==> config.mk <==
export PLATFORM = sky130hd
export DESIGN_NAME = move_return_rotate_exec
export DESIGN_NICKNAME = d
export VERILOG_FILES = /design/src/core/exec_pkg.sv /design/src/core/move_return_rotate_exec.sv
export VERILOG_INCLUDE_DIRS = /design/src /design/src/core
export SDC_FILE = /design/constraint.sdc
export NUM_CORES = 1
export LEC_CHECK = 0
export ABC_AREA = 1
export BUFFER_PORTS_ARGS = -buffer_cell sky130_fd_sc_hd__buf_2
export CORE_MARGIN = 4
export CORE_UTILIZATION = 30
export DETAILED_ROUTE_END_ITERATION = 10
export PLACE_DENSITY = 0.52
export RECOVER_POWER = 25
export SLEW_MARGIN = 5
export SYNTH_ARGS = -nofsm -noshare
export SYNTH_HDL_FRONTEND = slang
export SYNTH_SLANG_ARGS = --single-unit
==> constraint.sdc <==
create_clock -name mclk -period 4.5 [get_ports mclk]
set_input_delay 0.225 -clock mclk [delete_from_list [all_inputs] [get_ports mclk]]
set_output_delay 0.225 -clock mclk [all_outputs]
set_load 0.05 [all_outputs]
==> src/core/exec_map.svh <==
// Offsets, field positions, reset values, opcode patterns and timing counts of the executor.
`ifndef EXEC_MAP_SVH
`define EXEC_MAP_SVH

// Register offsets on the software port.
`define REG_CTRL        3'h0
`define REG_WORKING     3'h1
`define REG_STATUS      3'h2
`define REG_PC_LO       3'h3
`define REG_PC_HI       3'h4

// Field positions and widths.
`define CTRL_INT_EN_BIT 0
`define STATUS_C_BIT    0
`define STATUS_Z_BIT    2
`define PC_HI_W         5

// Reset values.
`define RST_WORKING     8'h00
`define RST_PC          13'h0000
`define RST_FLAG        1'b0
`define RST_INT_EN      1'b0

// Master clocks per instruction cycle.
`define CYC_DIV_DEFAULT 4

// Opcode masks and match patterns; masked-out bits are don't-care.
`define MASK_FILE_OP    14'h3f00
`define MATCH_MOVE_FILE 14'h0800
`define MATCH_ROTATE    14'h0d00
`define MASK_STORE      14'h3f80
`define MATCH_STORE     14'h0080
`define MASK_RETFI      14'h3fff
`define MATCH_RETFI     14'h0009
`define MASK_NOP        14'h3f9f
`define MATCH_NOP       14'h0000
`define MASK_LITERAL    14'h3c00
`define MATCH_LOAD_LIT  14'h3000
`define MATCH_RET_LIT   14'h3400

// Operand fields.
`define DEST_BIT        7
`define FADDR_MSB       6
`define LIT_MSB         7

`endif

==> src/core/exec_pkg.sv <==
// Types shared by the instruction executor and its surroundings.
package exec_pkg;

    typedef enum logic [2:0] {
        OP_NONE        = 3'h0,
        OP_MOVE_FILE   = 3'h1,
        OP_NOP         = 3'h2,
        OP_LOAD_LIT    = 3'h3,
        OP_RETFI       = 3'h4,
        OP_STORE       = 3'h5,
        OP_RET_LIT     = 3'h6,
        OP_ROTATE      = 3'h7
    } op_e;

    typedef enum logic [1:0] {
        ST_IDLE = 2'h0,
        ST_READ = 2'h1,
        ST_WAIT = 2'h2
    } state_e;

    typedef struct packed {
        op_e        op;
        logic       dest;
        logic [6:0] faddr;
        logic [7:0] lit;
    } instr_s;

    typedef struct packed {
        logic       rd;
        logic       wr;
        logic [6:0] addr;
        logic [7:0] data;
    } file_req_s;

endpackage

==> src/core/move_return_rotate_exec.sv <==
// Executor for the move, literal, store, return, no-operation and rotate instructions.
//
// The strobed register port and the register addresses are this design's own decisions.
`timescale 1ns/1ps
`default_nettype none
`include "exec_map.svh"

// Summary of operation
// - move_file_op copies file register to working when d is 0, else back to file.
// - move_file_op sets the zero flag from the moved value for either destination.
// - load_literal_op puts the eight-bit literal into working, flags unchanged.
// - Unused bits of load_literal_op are ignored by the decoder.
// - return_from_interrupt_op pops stack top into PC and sets interrupt enable.
// - store_working_op writes working into the addressed file register, flags unchanged.
// - return_with_literal_op loads literal into working and stack top into PC.
// - return_with_literal_op takes two instruction cycles.
// - rotate_left_carry_op shifts left, old carry into bit 0, bit 7 into carry.
// - rotate_left_carry_op result goes to working when d is 0, else to file.
module move_return_rotate_exec #(
    parameter int CYC_DIV = `CYC_DIV_DEFAULT
) (
    input  wire logic                 mclk,
    input  wire logic                 resetn,
    input  wire logic                 instr_valid,
    input  wire logic [13:0]          instr_word,
    output var  logic                 instr_ready,
    output var  exec_pkg::file_req_s  file_req,
    input  wire logic [7:0]           file_rd_data,
    input  wire logic [12:0]          stack_top_entry,
    output var  logic                 stack_pop,
    output var  logic [12:0]          pc,
    output var  logic [7:0]           working,
    output var  logic                 zero_flag,
    output var  logic                 carry_flag,
    output var  logic                 global_interrupt_enable,
    input  wire logic [2:0]           reg_addr,
    input  wire logic [7:0]           reg_wdata,
    input  wire logic                 reg_write,
    input  wire logic                 reg_read,
    output var  logic [7:0]           reg_rdata
);

    localparam int DIV_W = (CYC_DIV > 2) ? $clog2(CYC_DIV) : 1;
    localparam logic [DIV_W-1:0] DIV_LAST = DIV_W'(CYC_DIV - 1);

    logic [DIV_W-1:0]     div_cnt;
    logic [DIV_W-1:0]     next_div_cnt;
    logic                 cyc_en;
    logic                 next_cyc_en;

    exec_pkg::state_e     state;
    exec_pkg::state_e     next_state;
    exec_pkg::instr_s     cur;
    exec_pkg::instr_s     next_cur;
    exec_pkg::instr_s     dec;
    exec_pkg::file_req_s  next_file_req;

    logic                 next_instr_ready;
    logic                 next_stack_pop;
    logic [12:0]          next_pc;
    logic [7:0]           next_working;
    logic                 next_zero_flag;
    logic                 next_carry_flag;
    logic                 next_global_interrupt_enable;
    logic [7:0]           next_reg_rdata;
    logic [7:0]           result;
    logic                 take;

    // Returns true when the word matches the pattern in the bits the mask keeps.
    function automatic logic hit(
        input logic [13:0] word,
        input logic [13:0] mask,
        input logic [13:0] match
    );
        hit = ((word & mask) == match);
    endfunction

    // Splits an instruction word into operation and operand fields.
    function automatic exec_pkg::instr_s decode(input logic [13:0] word);
        exec_pkg::instr_s d;
        d.op    = exec_pkg::OP_NONE;
        d.dest  = word[`DEST_BIT];
        d.faddr = word[`FADDR_MSB:0];
        d.lit   = word[`LIT_MSB:0];
        if (hit(word, `MASK_FILE_OP, `MATCH_MOVE_FILE)) begin
            d.op = exec_pkg::OP_MOVE_FILE;
        end else if (hit(word, `MASK_FILE_OP, `MATCH_ROTATE)) begin
            d.op = exec_pkg::OP_ROTATE;
        end else if (hit(word, `MASK_STORE, `MATCH_STORE)) begin
            d.op = exec_pkg::OP_STORE;
        end else if (hit(word, `MASK_RETFI, `MATCH_RETFI)) begin
            d.op = exec_pkg::OP_RETFI;
        end else if (hit(word, `MASK_NOP, `MATCH_NOP)) begin
            d.op = exec_pkg::OP_NOP;
        end else if (hit(word, `MASK_LITERAL, `MATCH_LOAD_LIT)) begin
            d.op = exec_pkg::OP_LOAD_LIT;
        end else if (hit(word, `MASK_LITERAL, `MATCH_RET_LIT)) begin
            d.op = exec_pkg::OP_RET_LIT;
        end
        return d;
    endfunction

    // Instruction cycle divider.
    always_comb begin
        if (div_cnt == DIV_LAST) begin
            next_div_cnt = '0;
            next_cyc_en  = 1'b1;
        end else begin
            next_div_cnt = div_cnt + 1'b1;
            next_cyc_en  = 1'b0;
        end
    end

    always_ff @(posedge mclk or negedge resetn) begin
        if (!resetn) begin
            div_cnt <= '0;
            cyc_en  <= 1'b0;
        end else begin
            div_cnt <= next_div_cnt;
            cyc_en  <= next_cyc_en;
        end
    end

    assign dec  = decode(instr_word);
    assign take = instr_valid && instr_ready && cyc_en;

    // Rotated or moved value formed from the file data returned this cycle.
    always_comb begin
        if (cur.op == exec_pkg::OP_ROTATE) begin
            result = {file_rd_data[6:0], carry_flag};
        end else begin
            result = file_rd_data;
        end
    end

    // Execution sequence; software writes apply first and execution overrides them.
    always_comb begin
        next_state          = state;
        next_cur            = cur;
        next_pc             = pc;
        next_working        = working;
        next_zero_flag      = zero_flag;
        next_carry_flag     = carry_flag;
        next_global_interrupt_enable = global_interrupt_enable;
        next_stack_pop      = 1'b0;
        next_file_req       = file_req;
        next_file_req.rd    = 1'b0;
        next_file_req.wr    = 1'b0;

        if (reg_write) begin
            case (reg_addr)
                `REG_CTRL: begin
                    next_global_interrupt_enable = reg_wdata[`CTRL_INT_EN_BIT];
                end
                `REG_WORKING: begin
                    next_working = reg_wdata;
                end
                `REG_STATUS: begin
                    next_zero_flag  = reg_wdata[`STATUS_Z_BIT];
                    next_carry_flag = reg_wdata[`STATUS_C_BIT];
                end
                default: begin
                    next_global_interrupt_enable = global_interrupt_enable;
                end
            endcase
        end

        case (state)
            exec_pkg::ST_IDLE: begin
                if (take) begin
                    next_cur = dec;
                    next_pc  = pc + 13'h0001;
                    case (dec.op)
                        exec_pkg::OP_MOVE_FILE, exec_pkg::OP_ROTATE: begin
                            next_file_req.rd   = 1'b1;
                            next_file_req.addr = dec.faddr;
                            next_state         = exec_pkg::ST_READ;
                        end
                        exec_pkg::OP_LOAD_LIT: begin
                            next_working = dec.lit;
                        end
                        exec_pkg::OP_STORE: begin
                            next_file_req.wr   = 1'b1;
                            next_file_req.addr = dec.faddr;
                            next_file_req.data = next_working;
                        end
                        exec_pkg::OP_RETFI: begin
                            next_pc        = stack_top_entry;
                            next_stack_pop = 1'b1;
                            next_global_interrupt_enable = 1'b1;
                            next_state     = exec_pkg::ST_WAIT;
                        end
                        exec_pkg::OP_RET_LIT: begin
                            next_working   = dec.lit;
                            next_pc        = stack_top_entry;
                            next_stack_pop = 1'b1;
                            next_state     = exec_pkg::ST_WAIT;
                        end
                        default: begin
                            next_state = exec_pkg::ST_IDLE;
                        end
                    endcase
                end
            end
            exec_pkg::ST_READ: begin
                if (cur.op == exec_pkg::OP_MOVE_FILE) begin
                    next_zero_flag = (result == 8'h00);
                end else begin
                    next_carry_flag = file_rd_data[7];
                end
                if (cur.dest) begin
                    next_file_req.wr   = 1'b1;
                    next_file_req.data = result;
                end else begin
                    next_working = result;
                end
                next_state = exec_pkg::ST_IDLE;
            end
            exec_pkg::ST_WAIT: begin
                if (cyc_en) begin
                    next_state = exec_pkg::ST_IDLE;
                end
            end
            default: begin
                next_state = exec_pkg::ST_IDLE;
            end
        endcase

        next_instr_ready = (next_state == exec_pkg::ST_IDLE);
    end

    always_ff @(posedge mclk or negedge resetn) begin
        if (!resetn) begin
            state                   <= exec_pkg::ST_IDLE;
            cur                     <= '0;
            instr_ready             <= 1'b1;
            file_req                <= '0;
            stack_pop               <= 1'b0;
            pc                      <= `RST_PC;
            working                 <= `RST_WORKING;
            zero_flag               <= `RST_FLAG;
            carry_flag              <= `RST_FLAG;
            global_interrupt_enable <= `RST_INT_EN;
        end else begin
            state                   <= next_state;
            cur                     <= next_cur;
            instr_ready             <= next_instr_ready;
            file_req                <= next_file_req;
            stack_pop               <= next_stack_pop;
            pc                      <= next_pc;
            working                 <= next_working;
            zero_flag               <= next_zero_flag;
            carry_flag              <= next_carry_flag;
            global_interrupt_enable <= next_global_interrupt_enable;
        end
    end

    // Software read port; data stand only in the cycle after the strobe.
    always_comb begin
        next_reg_rdata = 8'h00;
        if (reg_read) begin
            case (reg_addr)
                `REG_CTRL: begin
                    next_reg_rdata[`CTRL_INT_EN_BIT] = global_interrupt_enable;
                end
                `REG_WORKING: begin
                    next_reg_rdata = working;
                end
                `REG_STATUS: begin
                    next_reg_rdata[`STATUS_Z_BIT] = zero_flag;
                    next_reg_rdata[`STATUS_C_BIT] = carry_flag;
                end
                `REG_PC_LO: begin
                    next_reg_rdata = pc[7:0];
                end
                `REG_PC_HI: begin
                    next_reg_rdata[`PC_HI_W-1:0] = pc[12:8];
                end
                default: begin
                    next_reg_rdata = 8'h00;
                end
            endcase
        end
    end

    always_ff @(posedge mclk or negedge resetn) begin
        if (!resetn) begin
            reg_rdata <= 8'h00;
        end else begin
            reg_rdata <= next_reg_rdata;
        end
    end

endmodule
`default_nettype wire

Word level (Yosys, flattened, before mapping)

Cells that the tools add are included.

Flip-flop bits (word level): 60
Bits in latches: 0
Memory bits (writable): 0
ROM bits: 0
Input bits: 51
Output and inout bits: 51
Word-level logic and storage cells: 112
Memories: 0

$add $sub $neg: 2
$mul: 0
Divide/modulo/power cells: 0
Order comparisons: 0
Equality and inequality tests: 24
Shifts and indexed selects: 0
Mux-type cells: 53
Bitwise gates (word level): 0
Reduce and logical (&&, ||, !) cells: 16

Operator list:

| cell                  | number |
|---|---|
| $mux 8                | 9 |
| $pmux 8 s2            | 2 |
| $mux 1                | 21 |
| $mux 3                | 7 |
| $eq 3x3->1 const B    | 6 |
| $mux 17               | 1 |
| $eq 14x4->1 const B   | 1 |
| $logic_not 14->1      | 1 |
| $add 13x1->13 const B | 1 |
| $mux 13               | 1 |
| $eq 6x4->1 const B    | 2 |
| $pmux 2 s3            | 2 |
| $eq 3x1->1 const B    | 3 |
| $eq 3x2->1 const B    | 3 |
| $eq 4x4->1 const B    | 2 |
| $logic_not 8->1       | 1 |
| $reduce_or 2->1       | 4 |
| $eq 7x1->1 const B    | 1 |
| $mux 7                | 1 |
| $mux 2                | 3 |
| $pmux 3 s2            | 1 |
| $pmux 1 s5            | 1 |
| $eq 2x2->1 const B    | 2 |
| $logic_not 2->1       | 2 |
| other kinds (15)      | 17 |

Longest topological paths before layout

Depth after elaboration: 14
Depth in mapped cells: 12
Depth with buffers taken out: 11

Least setup slack after synthesis

Ideal clock, no wire load.

Path type: register -> register
Start point: register instr_ready
End point: register file_req[6] (netlist name)
Setup time: 125 ps
Data arrival time: 1683 ps
Data required time: 4375 ps
Slack: 2692 ps
Cell stages (with the launch flop): 7
Buffers on the path: 1
Period minus slack after synthesis: 1808 ps
Cell sequence: dfstp_2 nand3_1 inv_1 nand2_4 o21ai_4 buf_6 mux2_4

Cells in the longest elaborated chain, start to end: 4

Ends and longest elaborated chain:

| item                              | line                           | source |
|---|---|---|
| from (decl)                       | move_return_rotate_exec.sv:26  | `output var logic instr_ready,` |
| from (signal assigned)            | move_return_rotate_exec.sv:247 | `instr_ready <= next_instr_ready;` |
| $logic_and 1x1->1 (2 in series)   | move_return_rotate_exec.sv:125 | `assign take = instr_valid && instr_ready && cyc_en;` |
| $ne 2x2->1 (no source line)       | n/a                            |  |
| $reduce_and 4->1 (no source line) | n/a                            |  |
| to (signal assigned)              | move_return_rotate_exec.sv:248 | `file_req <= next_file_req;` |
| to (decl)                         | move_return_rotate_exec.sv:27  | `output var exec_pkg::file_req_s file_req,` |

No other way between the ends.
A chain may end at the register's enable or synchronous reset.

Worst setup path in the final report

Start point: register state[0]
End point: register file_req[4] (netlist name)

Cells in the longest elaborated chain, start to end: 3
Elaborated cells on any way between the ends: 8
Those cells by class: eq/ne: 4; mux: 1; reduce/logical: 3

Ends and longest elaborated chain:

| item                                                      | line                           | source |
|---|---|---|
| from (decl)                                               | move_return_rotate_exec.sv:51  | `exec_pkg::state_e state;` |
| from (signal assigned)                                    | move_return_rotate_exec.sv:234 | `state <= exec_pkg::ST_IDLE;` |
| from (signal assigned)                                    | move_return_rotate_exec.sv:245 | `state <= next_state;` |
| $eq 2x1->1 / $logic_not 2->1 (equally long branches)      | move_return_rotate_exec.sv:168 | `case (state)` |
| $ne 2x2->1 (no source line), or another cell as far along | n/a                            |  |
| $reduce_and 4->1 (no source line)                         | n/a                            |  |

Parallel ways exist; a longest one is shown, timed or not.

==> flow_summary_export.csv <==
group,metric,value,unit
synthesis,syn_area,3470,µm²
synthesis,yosys-top-cells-area,"dfrtp_1 43%, nand2_1 9.8%, inv_1 6.3%",
synthesis,ys_types,42,
flow_run,maxCapViolCount,0,
clock_tree,cts.repair.resized,0,
power_and_ir_drop,p_per_area,462,nW/µm²
floorplanning,die_y,116,µm
critical_path,start_kind,"flop",
finish,syn2layout_area_growth,25.8,%
clock_tree,cts_tree,"yes",
route,drtPass1Iterations,4,
finish,n_antenna_cell,0,
sta,post-route-period-util,39.9,%
synthesis,async_flop_share,100,%
critical_path,r2r_cells,4,
placed_design,dp_hpwl,8280,µm
power_and_ir_drop,power.total,2.02,mW
synthesis,syn_nets,480,
floorplanning,dieArea,13400,µm²
route,postRouteAntennaNets,0,
sta,grt_setup_unrepaired,"false",
route,initialDrtViolationCount,200,
global_route,grt_pass1_vias,3266,
status,outcome,"finished, final reports clean",
floorplanning,ios,102,
synthesis,syn_avg_cell_area,8.13,µm²
finish,final_cells,680,
floorplanning,fp-row-count,39,
floorplanning,die_w,116,µm
critical_path,end_kind,"flop",
clock_tree,clk_path_buf_depth,2,
sta,finalClockSkew,9.38,ps
hold_path,hold_path.class,"in2async",
floorplanning,core_area,11400,µm²
critical_path,worst-path-max-fanout,13,
global_route,grt_pass1_wl,16900,µm
finish,final_util,38.4,%
synthesis,netlist_top_cells_count,"91 x nand2_1, 59 x dfrtp_1, 58 x inv_1",
clock_tree,clk_latency,320,ps
placed_design,gp_congestion,0.865,
synthesis,ys_warn_count,0,
sta,maxSlewHeadroom,47.3,%
synthesis,ys.flop_type,"dfrtp_1",
power_and_ir_drop,max-vdd-ir-drop,391,µV
critical_path,crit_type,"reg2reg",
sta,min_period,1790,ps
synthesis,synth.yosys.seq_area_share,43.3,%
finish,nNetsFinal,586,
synthesis,yosysTopAreaCellShare,42.5,%
sta,worstMarginPinSlew,790,ps
clock_tree,cts_htree_levels,3,
global_route,grt-ovfl-total,0,
synthesis,ys_ff_latch,60,
synthesis,synth_edf_count,0,
route,finalWirelength,10600,µm
global_route,grt_max_degree,61,
sta,setup_tns,0,ps
global_route,gr-usage-all-layers,16.2,%
clock_tree,cts.sinks,60,
route,wl_per_cell,15.5,µm
critical_path,cp.required,4710,ps
critical_path,arrival,2000,ps
clock_tree,post-cts-setup-buffers,0,
route,route.detailed.drc,0,
placed_design,numPortBuffers,101,
synthesis,synthCells,427,
clock_tree,cts_made_buffers,9,
sta,setup_viol,0,
sta,finalMaxSlewViolations,0,
route,via_per_inst,4.84,
sta,hold_violations,0,
finish,drive_gt1_share,30.0,%
sta,fin_hold_ws,68.8,ps
clock_tree,cts_hold_buf,0,
route,vias,3291,
clock_tree,ctsRootBufferMaster,"clkbuf_16",
floorplanning,start_util,30.5,%
synthesis,synth.most_common_cell,"nand2_1",
sta,fmax,0.557,GHz
global_route,antenna_found_initial,0,
power_and_ir_drop,power.leakage,2.27,nW
placed_design,placedCellCount,665,
clock_tree,clkTransAtPathRegs,50,ps
synthesis,synth_area_leader_cell,"dfrtp_1",
worst max-delay path: stages, from the launching register on:
cell and delay [ps]:
dfrtp_1 450, nor2_4 270, nand2_4 170, o21ai_4 400
mux2_2 380
power breakdown:
group / total [mW] / switching (mW) / internal [mW]
combinational: 0.679 / 0.502 / 0.177
clock: 0.619 / 0.239 / 0.381
sequential: 0.720 / 0.0976 / 0.623
total: 2.02 / 0.838 / 1.18
cells by family after synthesis:
kind of cell               after synthesis  share of synthesized area [%]
AOI/OAI and AO/OA                       98                           18.1
xor gates and xnor gates                 8                           2.02
adders and majority gates                2                          0.721
buffers and inverters                   70                           8.83
DFF                                     60                           43.3
muxes                                    7                           2.27
and+or+nand+nor                        182                           24.8
cell usage in the layout (no fill, tap or decap), types with 3 or more instances in the layout:
| master | count |
|---|---|
| nand3b_1 | 4 |
| clkinv_2 | 4 |
| o211ai_1 | 7 |
| xor2_1 | 7 |
| nand2_2 | 6 |
| or2_0 | 6 |
| mux2i_1 | 3 |
| nor3_1 | 5 |
| o21ai_0 | 27 |
| clkbuf_16 | 9 |
| nand2_4 | 5 |
| o21ai_2 | 14 |
| buf_2 | 101 |
| nand4_1 | 10 |
| nand3_1 | 15 |
| inv_1 | 58 |
| o22ai_1 | 19 |
| mux2_2 | 3 |
| o221ai_1 | 3 |
| nor2_1 | 32 |
| inv_2 | 4 |
| nand2_1 | 91 |
| dfrtp_1 | 59 |
| a21oi_1 | 17 |
final cells by class:
type	instances	area, µm²
fillers	1178	7000
clock inverters	5	28.8
clock buffers	10	239
flip-flops and latches	60	1500
well taps	143	179
multi-input cells	297	1660
repair buffers	102	513
inverters	63	244
registers in the layout, indices dropped and copies added (netlist names), 2 cells and up:
register / flops
div_cnt: 2
working: 8
cur: 4
state: 2
file_req: 17
pc: 13
reg_rdata: 8
layer usage:
metal	vias to the layer above	part of all wire (%)	global-route usage [%]
met4	0	0.96	4.15
met1	1535	46	22.1
met3	7	7.4	4.23
li1	1642	-	-
met2	107	46	25.8
met5	-	0	0
path summary, 6_finish.rpt:
kind / start / to / slack (ps)
setup / recovery: state[0]$_DFF_PN0_ / file_req[4]$_DFFE_PN0P_ / 2710
hold / removal: resetn / pc[5]$_DFFE_PN0P_ / 70
setup reg to reg: state[0]$_DFF_PN0_ / file_req[4]$_DFFE_PN0P_ / 2710
hold reg to reg: div_cnt[0]$_DFF_PN0_ / div_cnt[0]$_DFF_PN0_ / 430
max in group asynchronous: resetn / cur[15]$_DFFE_PN0P_ / 3910
min in group mclk: stack_top_entry[0] / pc[0]$_DFFE_PN0P_ / 110
metrics by stage:
| step | instance area, µm² | setup slack, ps |
|---|---|---|
| after global placement | 4100 | 2770 |
| after floorplan | 3470 | 2690 |
| after CTS | 4370 | 2720 |
| final | 4370 | 2710 |
| after detailed placement | 4100 | 2720 |
| after global routing | 4370 | 2590 |
Power figures use the tool's default switching activity.
